[src/inc/ipr6_pkg.sv]
package ipr6_pkg;
    localparam int unsigned IPR6_AW = 4;
    localparam int unsigned IPR6_DW = 32;
    localparam int unsigned IPR6_PW = 3;
    // Register byte offsets on the bus
    localparam logic [3:0] IPR6_OFF_CTRL = 4'h0;
    localparam logic [3:0] IPR6_OFF_LEVEL = 4'h4;
    localparam logic [3:0] IPR6_OFF_PEND = 4'h8;
    // Field positions inside the priority register
    localparam int unsigned IPR6_DMA2_LSB = 0;
    localparam int unsigned IPR6_OC3_LSB = 4;
    localparam int unsigned IPR6_OC4_LSB = 8;
    localparam int unsigned IPR6_T4_LSB = 12;
    localparam logic [15:0] IPR6_IMPL_MASK = 16'h7777;
    localparam logic [2:0] IPR6_PRIO_RESET = 3'h4;
    localparam logic [15:0] IPR6_CTRL_RESET = 16'h4444;
    localparam logic [2:0] IPR6_PRIO_OFF = 3'h0;
    localparam logic [31:0] IPR6_UNMAPPED_DATA = 32'h0000_0000;
    typedef enum logic [1:0] {
        IPR6_IDLE = 2'b00,
        IPR6_DONE = 2'b01
    } ipr6_state_t;
endpackage

[src/hdl/ipr6_regs.sv]
// Local design decisions: the address map and the Avalon-MM slave port.
`timescale 1ns/1ns
module ipr6_regs
    import ipr6_pkg::*;
(
    // Clock and reset
    input wire logic clk,
    input wire logic reset_n,
    // Avalon-MM slave
    input wire logic [IPR6_AW-1:0] avs_address,
    input wire logic avs_read,
    input wire logic avs_write,
    input wire logic [IPR6_DW-1:0] avs_writedata,
    input wire logic [3:0] avs_byteenable,
    output logic [IPR6_DW-1:0] avs_readdata,
    output logic avs_waitrequest,
    // Interrupt source flags
    input wire logic [3:0] src_flag,
    // Priority fields to the arbiter
    output logic [2:0] timer_four_priority,
    output logic [2:0] compare_four_priority,
    output logic [2:0] compare_three_priority,
    output logic [2:0] dma_two_done_priority,
    // Gated requests, one per source: dma2, oc3, oc4, t4
    output logic [3:0] src_request
);
    logic [15:0] interrupt_priority_control_six_r, ctrl_nxt;
    logic [31:0] rdata_r, rdata_nxt;
    logic wait_r, wait_nxt;
    ipr6_state_t state_r, state_nxt;
    logic [3:0] req_r, req_nxt;
    logic [2:0] level_r, level_nxt;
    logic [2:0] fld [4];

    function automatic logic [2:0] field_of(input logic [15:0] v, input int unsigned lsb);
        field_of = v[lsb +: 3];
    endfunction

    assign fld[0] = field_of(interrupt_priority_control_six_r, IPR6_DMA2_LSB);
    assign fld[1] = field_of(interrupt_priority_control_six_r, IPR6_OC3_LSB);
    assign fld[2] = field_of(interrupt_priority_control_six_r, IPR6_OC4_LSB);
    assign fld[3] = field_of(interrupt_priority_control_six_r, IPR6_T4_LSB);

    // Gate each source: a zero field never requests
    genvar g;
    generate
        for (g = 0; g < 4; g++) begin : g_req
            assign req_nxt[g] = src_flag[g] && (fld[g] != IPR6_PRIO_OFF);
        end
    endgenerate

    // Highest active level; field code equals level directly
    always_comb begin
        level_nxt = IPR6_PRIO_OFF;
        for (int i = 0; i < 4; i++) begin
            if (req_nxt[i] && fld[i] > level_nxt) begin
                level_nxt = fld[i];
            end
        end
    end

    // Bus: one wait cycle, answer on the second edge; simple and keeps readdata registered
    always_comb begin
        ctrl_nxt = interrupt_priority_control_six_r;
        rdata_nxt = rdata_r;
        wait_nxt = 1'b1;
        state_nxt = state_r;
        case (state_r)
            IPR6_IDLE: begin
                if (avs_read || avs_write) begin
                    state_nxt = IPR6_DONE;
                    wait_nxt = 1'b0;
                    if (avs_write && avs_address == IPR6_OFF_CTRL) begin
                        for (int b = 0; b < 2; b++) begin
                            if (avs_byteenable[b]) begin
                                ctrl_nxt[b*8 +: 8] = avs_writedata[b*8 +: 8] & IPR6_IMPL_MASK[b*8 +: 8];
                            end
                        end
                    end
                    if (avs_read) begin
                        if (avs_address == IPR6_OFF_CTRL) begin
                            rdata_nxt = {16'h0000, interrupt_priority_control_six_r & IPR6_IMPL_MASK};
                        end else if (avs_address == IPR6_OFF_LEVEL) begin
                            rdata_nxt = {29'h0, level_r};
                        end else if (avs_address == IPR6_OFF_PEND) begin
                            rdata_nxt = {28'h000_0000, req_r};
                        end else begin
                            rdata_nxt = IPR6_UNMAPPED_DATA;
                        end
                    end
                end
            end
            IPR6_DONE: begin
                state_nxt = IPR6_IDLE;
            end
            default: begin
                state_nxt = IPR6_IDLE;
            end
        endcase
    end

    always_ff @(posedge clk) begin
        if (!reset_n) begin
            interrupt_priority_control_six_r <= IPR6_CTRL_RESET;
            rdata_r <= 32'h0000_0000;
            wait_r <= 1'b1;
            state_r <= IPR6_IDLE;
            req_r <= 4'h0;
            level_r <= 3'h0;
        end else begin
            interrupt_priority_control_six_r <= ctrl_nxt;
            rdata_r <= rdata_nxt;
            wait_r <= wait_nxt;
            state_r <= state_nxt;
            req_r <= req_nxt;
            level_r <= level_nxt;
        end
    end

    assign avs_readdata = rdata_r;
    assign avs_waitrequest = wait_r;
    assign src_request = req_r;
    assign timer_four_priority = interrupt_priority_control_six_r[IPR6_T4_LSB +: 3];
    assign compare_four_priority = interrupt_priority_control_six_r[IPR6_OC4_LSB +: 3];
    assign compare_three_priority = interrupt_priority_control_six_r[IPR6_OC3_LSB +: 3];
    assign dma_two_done_priority = interrupt_priority_control_six_r[IPR6_DMA2_LSB +: 3];

    property p_unimpl_zero;
        @(posedge clk) disable iff (!reset_n)
        (interrupt_priority_control_six_r & ~IPR6_IMPL_MASK) == 16'h0000;
    endproperty
    a_unimpl_zero: assert property (p_unimpl_zero) else $error("Unimplemented bit set");

    property p_disabled_quiet;
        @(posedge clk) disable iff (!reset_n)
        (fld[0] == IPR6_PRIO_OFF) |=> !req_r[0] || $past(fld[0]) != IPR6_PRIO_OFF;
    endproperty
    a_disabled_quiet: assert property (p_disabled_quiet) else $error("Disabled source requested");

    property p_top_level;
        @(posedge clk) disable iff (!reset_n)
        (src_flag[3] && fld[3] == 3'h7) |=> level_r == 3'h7;
    endproperty
    a_top_level: assert property (p_top_level) else $error("Level seven not reported");

    property p_low_level;
        @(posedge clk) disable iff (!reset_n)
        (req_nxt == 4'h1 && fld[0] == 3'h1) |=> level_r == 3'h1;
    endproperty
    a_low_level: assert property (p_low_level) else $error("Level one not reported");

    property p_oc4_write;
        @(posedge clk) disable iff (!reset_n)
        (state_r == IPR6_IDLE && avs_write && avs_address == IPR6_OFF_CTRL && avs_byteenable[1])
            |=> compare_four_priority == $past(avs_writedata[10:8]);
    endproperty
    a_oc4_write: assert property (p_oc4_write) else $error("Channel four field not written");

    property p_oc3_write;
        @(posedge clk) disable iff (!reset_n)
        (state_r == IPR6_IDLE && avs_write && avs_address == IPR6_OFF_CTRL && avs_byteenable[0])
            |=> compare_three_priority == $past(avs_writedata[6:4]);
    endproperty
    a_oc3_write: assert property (p_oc3_write) else $error("Channel three field not written");

    property p_reset_value;
        @(posedge clk) $rose(reset_n) |-> interrupt_priority_control_six_r == IPR6_CTRL_RESET;
    endproperty
    a_reset_value: assert property (p_reset_value) else $error("Wrong reset value");

    property p_answer;
        @(posedge clk) disable iff (!reset_n)
        (state_r == IPR6_IDLE && (avs_read || avs_write)) |=> !avs_waitrequest ##1 avs_waitrequest;
    endproperty
    a_answer: assert property (p_answer) else $error("Bus answer timing wrong");

    property p_t4_write;
        @(posedge clk) disable iff (!reset_n)
        (state_r == IPR6_IDLE && avs_write && avs_address == IPR6_OFF_CTRL && avs_byteenable[1])
            |=> timer_four_priority == $past(avs_writedata[14:12]);
    endproperty
    a_t4_write: assert property (p_t4_write) else $error("Timer four field not written");

    property p_dma2_write;
        @(posedge clk) disable iff (!reset_n)
        (state_r == IPR6_IDLE && avs_write && avs_address == IPR6_OFF_CTRL && avs_byteenable[0])
            |=> dma_two_done_priority == $past(avs_writedata[2:0]);
    endproperty
    a_dma2_write: assert property (p_dma2_write) else $error("Channel two field not written");

    property p_high_lane_kept;
        @(posedge clk) disable iff (!reset_n)
        (state_r == IPR6_IDLE && avs_write && avs_address == IPR6_OFF_CTRL && !avs_byteenable[1])
            |=> $stable(interrupt_priority_control_six_r[15:8]);
    endproperty
    a_high_lane_kept: assert property (p_high_lane_kept) else $error("Disabled upper lane changed");

    property p_low_lane_kept;
        @(posedge clk) disable iff (!reset_n)
        (state_r == IPR6_IDLE && avs_write && avs_address == IPR6_OFF_CTRL && !avs_byteenable[0])
            |=> $stable(interrupt_priority_control_six_r[7:0]);
    endproperty
    a_low_lane_kept: assert property (p_low_lane_kept) else $error("Disabled lower lane changed");

    // Only a taken write at the register offset may change it
    property p_other_kept;
        @(posedge clk) disable iff (!reset_n)
        !(state_r == IPR6_IDLE && avs_write && avs_address == IPR6_OFF_CTRL)
            |=> $stable(interrupt_priority_control_six_r);
    endproperty
    a_other_kept: assert property (p_other_kept) else $error("Register changed without a write");

    // No disable here: these watch the reset itself
    property p_reset_quiet;
        @(posedge clk)
        !reset_n |=> avs_waitrequest && src_request == 4'h0 && avs_readdata == 32'h0000_0000;
    endproperty
    a_reset_quiet: assert property (p_reset_quiet) else $error("Bus or requests active in reset");

    property p_reset_load;
        @(posedge clk)
        !reset_n |=> interrupt_priority_control_six_r == IPR6_CTRL_RESET;
    endproperty
    a_reset_load: assert property (p_reset_load) else $error("Register not loaded in reset");

    property p_oc3_gate;
        @(posedge clk) disable iff (!reset_n)
        (fld[1] == IPR6_PRIO_OFF) |=> !req_r[1];
    endproperty
    a_oc3_gate: assert property (p_oc3_gate) else $error("Disabled channel three requested");

    property p_oc4_gate;
        @(posedge clk) disable iff (!reset_n)
        (fld[2] == IPR6_PRIO_OFF) |=> !req_r[2];
    endproperty
    a_oc4_gate: assert property (p_oc4_gate) else $error("Disabled channel four requested");

    property p_t4_gate;
        @(posedge clk) disable iff (!reset_n)
        (fld[3] == IPR6_PRIO_OFF) |=> !req_r[3];
    endproperty
    a_t4_gate: assert property (p_t4_gate) else $error("Disabled timer four requested");

    property p_dma2_level;
        @(posedge clk) disable iff (!reset_n)
        req_nxt[0] |=> level_r >= $past(fld[0]);
    endproperty
    a_dma2_level: assert property (p_dma2_level) else $error("Level below channel two");

    property p_oc3_level;
        @(posedge clk) disable iff (!reset_n)
        req_nxt[1] |=> level_r >= $past(fld[1]);
    endproperty
    a_oc3_level: assert property (p_oc3_level) else $error("Level below channel three");

    property p_oc4_level;
        @(posedge clk) disable iff (!reset_n)
        req_nxt[2] |=> level_r >= $past(fld[2]);
    endproperty
    a_oc4_level: assert property (p_oc4_level) else $error("Level below channel four");

    property p_t4_level;
        @(posedge clk) disable iff (!reset_n)
        req_nxt[3] |=> level_r >= $past(fld[3]);
    endproperty
    a_t4_level: assert property (p_t4_level) else $error("Level below timer four");

    property p_level_idle;
        @(posedge clk) disable iff (!reset_n)
        (req_nxt == 4'h0) |=> level_r == 3'h0;
    endproperty
    a_level_idle: assert property (p_level_idle) else $error("Level shown with no request");

    property p_ctrl_read;
        @(posedge clk) disable iff (!reset_n)
        (state_r == IPR6_IDLE && avs_read && avs_address == IPR6_OFF_CTRL)
            |=> avs_readdata == {16'h0000, $past(interrupt_priority_control_six_r)};
    endproperty
    a_ctrl_read: assert property (p_ctrl_read) else $error("Register read data wrong");

    property p_unimpl_read;
        @(posedge clk) disable iff (!reset_n)
        (state_r == IPR6_IDLE && avs_read && avs_address == IPR6_OFF_CTRL)
            |=> (avs_readdata[15:0] & ~IPR6_IMPL_MASK) == 16'h0000;
    endproperty
    a_unimpl_read: assert property (p_unimpl_read) else $error("Unimplemented bit read as one");

    property p_level_read;
        @(posedge clk) disable iff (!reset_n)
        (state_r == IPR6_IDLE && avs_read && avs_address == IPR6_OFF_LEVEL)
            |=> avs_readdata == {29'h0, $past(level_r)};
    endproperty
    a_level_read: assert property (p_level_read) else $error("Level read data wrong");

    property p_pend_read;
        @(posedge clk) disable iff (!reset_n)
        (state_r == IPR6_IDLE && avs_read && avs_address == IPR6_OFF_PEND)
            |=> avs_readdata == {28'h0, $past(src_request)};
    endproperty
    a_pend_read: assert property (p_pend_read) else $error("Pending read data wrong");

    property p_unmapped_read;
        @(posedge clk) disable iff (!reset_n)
        (state_r == IPR6_IDLE && avs_read && avs_address != IPR6_OFF_CTRL
            && avs_address != IPR6_OFF_LEVEL && avs_address != IPR6_OFF_PEND)
            |=> avs_readdata == IPR6_UNMAPPED_DATA;
    endproperty
    a_unmapped_read: assert property (p_unmapped_read) else $error("Unmapped read not zero");

    property p_wait_state;
        @(posedge clk) disable iff (!reset_n)
        (state_r == IPR6_DONE) == (!avs_waitrequest);
    endproperty
    a_wait_state: assert property (p_wait_state) else $error("Waitrequest out of step with state");
endmodule

[config.mk]
export PLATFORM = sky130hd
export DESIGN_NAME = ipr6_regs
export DESIGN_NICKNAME = d
export VERILOG_FILES = /design/src/inc/ipr6_pkg.sv /design/src/hdl/ipr6_regs.sv
export SDC_FILE = /design/constraint.sdc
export NUM_CORES = 1
export LEC_CHECK = 0
export BUFFER_PORTS_ARGS = -buffer_cell sky130_fd_sc_hd__buf_2
export CAP_MARGIN = 20
export CELL_PAD_IN_SITES_DETAIL_PLACEMENT = 1
export CELL_PAD_IN_SITES_GLOBAL_PLACEMENT = 1
export CORE_MARGIN = 5
export CORE_UTILIZATION = 31
export CTS_CLUSTER_DIAMETER = 120
export DETAILED_ROUTE_END_ITERATION = 8
export HOLD_SLACK_MARGIN = 0.03
export PLACE_DENSITY = 0.83
export SLEW_MARGIN = 20
export SYNTH_ARGS = -nofsm -noshare
export SYNTH_HDL_FRONTEND = slang
export SYNTH_SLANG_ARGS = --single-unit
export TNS_END_PERCENT = 100
[constraint.sdc]
create_clock -name clk -period 5.2 [get_ports clk]
set_clock_uncertainty 0.15 [all_clocks]
set_input_delay 0.78 -clock clk [delete_from_list [all_inputs] [get_ports clk]]
set_output_delay 0.78 -clock clk [all_outputs]
set_load 0.1 [all_outputs]
# Yosys cells after proc, flatten, opt, wreduce, memory -nomap -nowiden
# Index checks and enable logic that the tools add are counted.
[totals]
reg_bits = 53
latchBits = 0
mem_bits_rw = 0
mem_bits_ro = 0
input_bits = 48
out_inout_bits = 49
word_cells = 41
n_memories = 0
[classes]
addsub = 0
mul = 0
div = 0
order_cmp = 4
n_eq_ne = 2
shifts = 0
n_mux = 8
bitwise = 0
reduce_logical = 20
[op_table]
columns = ["op", "n"]
rows = [
  ["15-bit two-way mux", 1],
  ["3-bit two-way mux", 4],
  ["3-bit nonzero test", 4],
  ["3-bit greater-than comparator", 3],
  ["1-bit logical AND", 9],
  ["4-bit two-way mux", 2],
  ["4-bit AND reduction", 2],
  ["4-bit by 3-bit equality test with 1-bit output (second input constant)", 1],
  ["4-bit equality test (second input constant)", 1],
  ["4-bit logical NOT", 1],
  ["3-bit by 1-bit greater-than comparator with 1-bit output (second input constant)", 1],
  ["3-bit AND reduction", 1],
  ["2-bit logical NOT", 1],
  ["2-bit AND reduction", 1],
  ["1-bit logical OR", 1],
  ["1-bit two-way mux", 1],
]

# Depth between registers and ports, before layout
# Gate-level depths: netlist (run 1).
[logic_depth]
word_depth = 13
mapped_depth = 19
ltp_nobuf = 18

# Worst setup path after synthesis (run 1)
# No wires, ideal clock.
[synth_path]
path_kind = "register to register"
startpoint = "reg interrupt_priority_control_six_r[0]"
endpoint = "reg level_r[1]"
t_arrival_ns = 4.465
setup_slack_ns = 0.493
path_stages_with_launch = 19
n_path_buf = 0
period_less_slack_ns = 4.707
cell_sequence = "dfxtp_1 > and2_1 > ha_1 > and3_1 > a21oi_1 > nand2_1 > a31oi_1 > ha_1 > nor2b_1 > o21a_1 > o21ai_0 > nor2_1 > or2_2 > ha_1 > nor2b_1 > o21a_1 > o21ai_0 > nand2_1 > o32ai_1"
[synth_via]
elab_chain_cells = 13
word_cells_on_any_way = 14
[synth_lines]
columns = ["item", "line_no", "source"]
rows = [
  ["start, declared", "ipr6_regs.sv:27", "logic [15:0] interrupt_priority_control_six_r, ctrl_nxt;"],
  ["start signal, assigned", "ipr6_regs.sv:111", "interrupt_priority_control_six_r <= ctrl_nxt;"],
  ["branches (longest 3 deep; another with 3-bit by 1-bit greater-than comparator with 1-bit output)", "--", ""],
  ["3-bit two-way mux (*)", "ipr6_regs.sv:56", "if (req_nxt[i] && fld[i] > level_nxt) begin"],
  ["3-bit greater-than comparator", "ipr6_regs.sv:56", ""],
  ["1-bit logical AND", "ipr6_regs.sv:56", ""],
  ["3-bit two-way mux (*)", "ipr6_regs.sv:56", ""],
  ["3-bit greater-than comparator", "ipr6_regs.sv:56", ""],
  ["1-bit logical AND", "ipr6_regs.sv:56", ""],
  ["3-bit two-way mux (*)", "ipr6_regs.sv:56", ""],
  ["3-bit greater-than comparator", "ipr6_regs.sv:56", ""],
  ["1-bit logical AND", "ipr6_regs.sv:56", ""],
  ["3-bit two-way mux (*)", "ipr6_regs.sv:56", ""],
  ["end signal, assigned", "ipr6_regs.sv:116", "level_r <= level_nxt;"],
  ["end, declared", "ipr6_regs.sv:32", "logic [2:0] level_r, level_nxt;"],
]
# Mark *: on every way between the ends.
# A chain may end at the register's enable or synchronous reset.

# Worst setup path after layout (run 1)
[layout_path]
startpoint = "in src_flag[0]"
endpoint = "reg level_r[0]"
[layout_via]
elab_chain_cells = 12
[layout_lines]
columns = ["item", "line_no", "source"]
rows = [
  ["start, declared", "ipr6_regs.sv:18", "input wire logic [3:0] src_flag,"],
  ["1-bit logical AND (*)", "ipr6_regs.sv:48", "assign req_nxt[g] = src_flag[g] && (fld[g] != IPR6_PRIO_OFF);"],
  ["1-bit logical AND (*)", "ipr6_regs.sv:56", ""],
  ["3-bit two-way mux (*)", "ipr6_regs.sv:56", ""],
  ["3-bit greater-than comparator", "ipr6_regs.sv:56", ""],
  ["1-bit logical AND", "ipr6_regs.sv:56", ""],
  ["3-bit two-way mux (*)", "ipr6_regs.sv:56", ""],
  ["3-bit greater-than comparator", "ipr6_regs.sv:56", ""],
  ["1-bit logical AND", "ipr6_regs.sv:56", ""],
  ["3-bit two-way mux (*)", "ipr6_regs.sv:56", ""],
  ["3-bit greater-than comparator", "ipr6_regs.sv:56", ""],
  ["1-bit logical AND", "ipr6_regs.sv:56", ""],
  ["3-bit two-way mux (*)", "ipr6_regs.sv:56", ""],
]
# Mark *: on every way between the ends. The rest lies on a longest branch, timed or not.

==> results of run 1 <==
[state kept, by name, summed over array words and instances (netlist names)]
register and flops:
interrupt_priority_control_six_r 12, src_request 4, avs_readdata 13, avs_waitrequest 1, state_r 1, level_r 3
[through the flow]
| step | util | worst slack, ns | total power [W] | hold slack (ns) |
|---|---|---|---|---|
| 2_1_floorplan | - | 0.493 | 0.000410 | 0.339 |
| 3_3_place_gp | 0.365 | 0.247 | 0.000420 | 0.338 |
| 3_5_place_dp | 0.365 | 0.122 | 0.000422 | 0.353 |
| 4_1_cts | 0.382 | 0.401 | 0.000619 | 0.369 |
| 5_1_grt | 0.382 | 0.123 | 0.000636 | 0.396 |
| 6_report | 0.382 | 0.510 | 0.000613 | 0.356 |
[placed cells by master, fill, tap and decap left out, drive strengths merged, types with 2 or more instances in the layout]
cell / instances
or2: 2
clkbuf: 7
o21ai: 5
dfxtp: 34
conb: 19
a21oi: 2
buf: 55
nor2: 28
o21a: 3
nor2b: 2
a31oi: 4
nor3: 4
o31ai: 2
and2: 2
and3: 4
inv: 5
a311oi: 2
nand2: 18
o31a: 2
o32ai: 3
a22oi: 12
ha: 9
mux2i: 15
[cells in the mapped netlist (3+ instances only)]
cell type / count / area share
dfxtp_1: 34 / 0.39
nor2_1: 28 / 0.060
buf_4: 19 / 0.081
nand2_1: 16 / 0.034
mux2i_1: 15 / 0.086
a22oi_1: 12 / 0.051
ha_1: 9 / 0.064
clkbuf_1: 6 / 0.013
inv_1: 5 / 0.011
o21ai_0: 5 / 0.014
a31oi_1: 4 / 0.014
and3_1: 4 / 0.014
o21a_1: 3 / 0.013
o32ai_1: 3 / 0.015
[metal layers]
metal  track usage  wire length, microns  share of wire  vias up
met5             0                     0              0        -
met4        0.0504                    69          0.015        0
met3        0.0350                   301          0.065        5
met2         0.213                  2270           0.49       46
met1         0.150                  1970           0.43      721
li1              -                     -              -      749
[cell families after synthesis]
group                    Yosys count  synth area share
AND/OR/NAND/NOR                   65             0.192
AO/OA/AOI/OAI                     38             0.156
flip-flops                        34             0.388
buffers and inverters             31             0.111
multiplexers                      15            0.0857
adder cells (fa/ha/maj)            9            0.0642
other                              1           0.00214
[final timing paths]
check,start,to,slack (ns)
hold reg to reg,avs_readdata[9]$_SDFFE_PN0P_,avs_readdata[9]$_SDFFE_PN0P_,0.36
setup / recovery,src_flag[0],level_r[0]$_SDFF_PN0_,0.51
setup reg to reg,interrupt_priority_control_six_r[2]$_SDFFE_PN1P_,level_r[0]$_SDFF_PN0_,0.75
hold / removal,avs_readdata[9]$_SDFFE_PN0P_,avs_readdata[9]$_SDFFE_PN0P_,0.36
[worst reg2reg max path: stages (launching register included)]
cell     delay, ns
dfxtp_1       0.47
nand2_1       0.09
ha_1          0.32
and3_1        0.18
a21oi_1       0.22
nand2_1       0.19
a31oi_1       0.25
ha_1          0.28
nor2b_1       0.14
o21a_1        0.18
o21ai_0       0.28
nor2_1        0.09
or2_2         0.29
ha_1          0.29
nor2b_1       0.13
o21a_1        0.16
o21ai_1       0.25
nand2_1       0.14
o32ai_1       0.25
[where the power goes]
| group | internal [W] | switching (W) |
|---|---|---|
| registers | 0.000267 | 0.00000364 |
| logic | 0.0000271 | 0.000119 |
| clock network | 0.000107 | 0.0000900 |
| total | 0.000401 | 0.000213 |
[final cells by class]
type	count	area share
Clock buffer	7	0.0411
Multi-Input combinational cell	146	0.450
Timing Repair Buffer	55	0.131
Inverter	5	0.00893
Clock inverter	1	0.00238
Tap cell	72	0.0429
Sequential cell	34	0.324
==> impl_metrics.json, run 1 <==
{
  "finalMaxSlewViolations": 0,
  "setup_tns_ns": 0,
  "post-route-min-period_ns": 4.69,
  "holdBufCountCts": 0,
  "cts_tree": "yes",
  "finalNetCount": 304,
  "place_area_sq_um": 2010,
  "worstPathMaxFanout": 8,
  "ys_types": 34,
  "clkLatencyLatePin_ns": 0.28,
  "drt_pass1_iterations": 4,
  "cp_top_family": "compound AO/OA/AOI/OAI gates",
  "rsz0062_at_grt": "no",
  "wl_microns": 4610,
  "ys_ff_latch": 34,
  "p_leak_nw": 1.05,
  "ys_seq_area_frac": 0.388,
  "avgRoutedWirePerCell_microns": 14.4,
  "crit_path_start_kind": "input port",
  "antenna_left": 0,
  "cts_buffers": 5,
  "routed_via_density": 4.75,
  "status": "complete, no violations",
  "critPathBufInv": 1,
  "dieArea_sq_um": 7260,
  "layoutNonFillerInstCount": 320,
  "antenna_found_initial": 0,
  "slew_headroom": 0.489,
  "async_flop_share": 0,
  "syn_to_final_growth_pct": 19.8,
  "synth_edf_count": 0,
  "clock_tree.buffer_depth": 2,
  "cp_cell_sequence": "buf_2 > and2_1 > ha_1 > and3_1 > a21oi_1 > nand2_1 > a31oi_1 > ha_1 > nor2b_1 > o21a_1 > o21ai_0 > nor2_1 > or2_2 > ha_1 > nor2b_1 > o21a_1 > o21ai_1 > nand2_1 > o32ai_1",
  "grt.overflow.total": 0,
  "globalplace.congestion": 0.867,
  "ff_latch_area_sq_um": 681,
  "power_density_nw_per_um2": 292,
  "maxCapViolations": 0,
  "die_w_microns": 85.2,
  "drive_gt1_frac": 0.286,
  "dp.cells": 312,
  "hold_class": "reg2reg",
  "cp.required_ns": 5.23,
  "drtIter0Drc": 38,
  "fmaxAchievable_ghz": 0.213,
  "endpoint_kind": "flip-flop",
  "crit_type": "in2reg",
  "critPathSlowestCell": "or2_2",
  "synth.avg_cell_area_sq_um": 9.08,
  "reg2regPathDepth": 18,
  "max_stage_delay_ns": 0.29,
  "path_clk_slew_ns": 0.07,
  "cts_max_level": 2,
  "vdd_drop_max_mv": 0.0885,
  "num_io_pins": 97,
  "vias": 1521,
  "grt_pass1_wl_microns": 7360,
  "crit_path_frequent_cell": "ha_1",
  "period_share": 0.902,
  "nFillCells": 689,
  "ys_warn_count": 0,
  "dp_hpwl_microns": 3650,
  "cts_setup_buffers": 0,
  "grt_start_max_net_pins": 25,
  "syn_area_sq_um": 1750,
  "cp.arrival_ns": 4.72,
  "multiInputGateArea_sq_um": 945,
  "grt_pass1_vias": 1542,
  "portBuffers": 55,
  "track_usage": 0.126,
  "setup_viol": 0,
  "worst_pin_slew_ns": 0.766,
  "initial_utilization": 0.318,
  "ctsResizeCount": 0,
  "antenna_cells": 0,
  "rows": 27,
  "cp_num_cells": 19,
  "die_h_microns": 85.2,
  "clockRootBuffer": "clkbuf_8",
  "finalHoldViolCount": 0,
  "finalInstanceArea_sq_um": 2100,
  "syn_inst": 193,
  "hold_path_depth": 2,
  "drc": 0,
  "cts.sinks": 34,
  "yosys_most_used_dff": "dfxtp_1",
  "coreArea_sq_um": 5510
}
No activity file was read; power rests on OpenSTA's default activity.
==> run 2: changes to the inputs <==
--- a/config.mk
+++ b/config.mk
@@ -15,8 +15,9 @@
 export DETAILED_ROUTE_END_ITERATION = 8
 export HOLD_SLACK_MARGIN = 0.03
 export PLACE_DENSITY = 0.83
+export RECOVER_POWER = 25
 export SLEW_MARGIN = 20
 export SYNTH_ARGS = -nofsm -noshare
 export SYNTH_HDL_FRONTEND = slang
 export SYNTH_SLANG_ARGS = --single-unit
-export TNS_END_PERCENT = 100
+export TNS_END_PERCENT = 5
==> run 2 against run 1 <==
Via count fell by 0.26%. Worst setup slack got worse by 0.020 ns. Sequential power barely moved. Critical path depth did not move. Die area did not move. Clock-buffer cell count did not move. Sequential share of layout area rose by 0.14 points. Maximum frequency fell by 0.42%. Worst hold slack improved by 0.0048 ns. Critical endpoint unchanged.
==> impl_metrics.json, run 2 (synthesis gave the netlist of run 1 again) <==
{
  "status": "complete, no violations",
  "avgRoutedWirePerCell_microns": 14.4,
  "grt_pass1_vias": 1542,
  "num_io_pins": 97,
  "die_h_microns": 85.2,
  "cp.arrival_ns": 4.74,
  "ctsResizeCount": 0,
  "dieArea_sq_um": 7260,
  "setup_tns_ns": 0,
  "coreArea_sq_um": 5510,
  "largest_reg_flops": 13,
  "finalNetCount": 304,
  "p_sw_frac": 0.347,
  "drc": 0,
  "finalMaxSlewViolations": 0,
  "vdd_drop_max_mv": 0.0885,
  "pwr-share-seq": 0.441,
  "antenna_cells": 0,
  "power_frac_clock": 0.321,
  "routed_via_density": 4.74,
  "track_usage": 0.126,
  "drive_gt1_frac": 0.258,
  "power.internal_w": 0.000400,
  "worst_pin_slew_ns": 1.19,
  "die_w_microns": 85.2,
  "grt.overflow.total": 0,
  "power_density_nw_per_um2": 293,
  "ff_latch_area_sq_um": 681,
  "grt_start_max_net_pins": 25,
  "crit_path_start_kind": "input port",
  "cp.required_ns": 5.23,
  "cts_max_level": 2,
  "crit_type": "in2reg",
  "fin_ws_ns": 0.490,
  "endpoint_kind": "flip-flop",
  "combPwrFrac": 0.238,
  "wl_microns": 4610,
  "power_w": 0.000613,
  "fmaxAchievable_ghz": 0.212,
  "finalHoldViolCount": 0,
  "clockRootBuffer": "clkbuf_8",
  "dp_hpwl_microns": 3650,
  "rows": 27,
  "holdBufCountCts": 0,
  "worstPathMaxFanout": 8,
  "drt_pass1_iterations": 4,
  "vias": 1517,
  "cts.sinks": 34,
  "post-route-min-period_ns": 4.71,
  "p_leak_nw": 1.03,
  "maxCapViolations": 0,
  "cts_tree": "yes",
  "cts_setup_buffers": 0,
  "path_clk_slew_ns": 0.07,
  "switching_power_w": 0.000213,
  "clkLatencyLatePin_ns": 0.28,
  "cts_buffers": 5,
  "grt_pass1_wl_microns": 7360,
  "slew_headroom": 0.209,
  "mostFrequentLayoutCells": "buf_2, dfxtp_1, nor2_1, conb_1, nand2_1",
  "multiInputGateArea_sq_um": 945,
  "hold_class": "reg2reg",
  "antenna_found_initial": 0,
  "period_share": 0.906,
  "drtIter0Drc": 36,
  "portBuffers": 55,
  "rsz0062_at_grt": "no",
  "globalplace.congestion": 0.867,
  "nFillCells": 694,
  "layout_commonest_cell": "buf_2",
  "hold_slack_ns": 0.361,
  "setup_viol": 0,
  "initial_utilization": 0.318,
  "clock_tree.buffer_depth": 2,
  "dp_slack_ns": 0.122,
  "syn_to_final_growth_pct": 19.3,
  "antenna_left": 0
}
## run 2: changes by cell type in the layout (fill, tap and decap cells not counted)
cell | previous run | this run
buf_2 | 55 | 48
clkbuf_1 | 1 | 8
## run 2: worst max-delay path: stages
cell,delay [ns]
buf_2,0.15
and2_1,0.20
ha_1,0.27
and3_1,0.18
a21oi_1,0.22
nand2_1,0.19
a31oi_1,0.25
ha_1,0.27
nor2b_1,0.14
o21a_1,0.18
o21ai_0,0.28
nor2_1,0.09
or2_2,0.29
ha_1,0.29
nor2b_1,0.13
o21a_1,0.16
o21ai_1,0.25
nand2_1,0.14
o32ai_1,0.27
## run 2: path summary, 6_finish.rpt
path	start	end	slack (ns)	cells past startpoint
hold reg to reg	avs_readdata[1]$_SDFFE_PN0P_	avs_readdata[1]$_SDFFE_PN0P_	0.36	2
setup reg to reg	interrupt_priority_control_six_r[2]$_SDFFE_PN1P_	level_r[0]$_SDFF_PN0_	0.73	18
hold / removal	avs_readdata[1]$_SDFFE_PN0P_	avs_readdata[1]$_SDFFE_PN0P_	0.36	2
setup / recovery	src_flag[0]	level_r[0]$_SDFF_PN0_	0.49	19
## run 2: layer usage
metal	up-vias	wire [microns]	track usage
met5	-	0	0
met4	0	69	0.0504
met3	5	310	0.0350
met2	44	2270	0.213
met1	719	1960	0.150
li1	749	-	-
## run 2: per-stage QoR
stage,instances,util,cell area [sq um]
2_1_floorplan,211,-,1820
3_5_place_dp,312,0.365,2010
4_1_cts,320,0.382,2100
5_1_grt,320,0.380,2090
3_3_place_gp,312,0.365,2010
6_report,320,0.380,2090
## run 2: layout make-up
class	instances	area share
Tap cell	72	0.0431
Clock buffer	7	0.0413
Multi-Input combinational cell	146	0.452
Sequential cell	34	0.325
Inverter	5	0.00897
Clock inverter	1	0.00239
Timing Repair Buffer	55	0.127
## run 2: power groups by stage
stage	Sequential [W]	Clock, W	Combinational, W
finish	0.000270	0.000197	0.000146
global route	0.000271	0.000210	0.000154
CTS	0.000271	0.000202	0.000146
detailed placement	0.000276	0	0.000146
global placement	0.000276	0	0.000144
floorplan	0.000301	0	0.000109
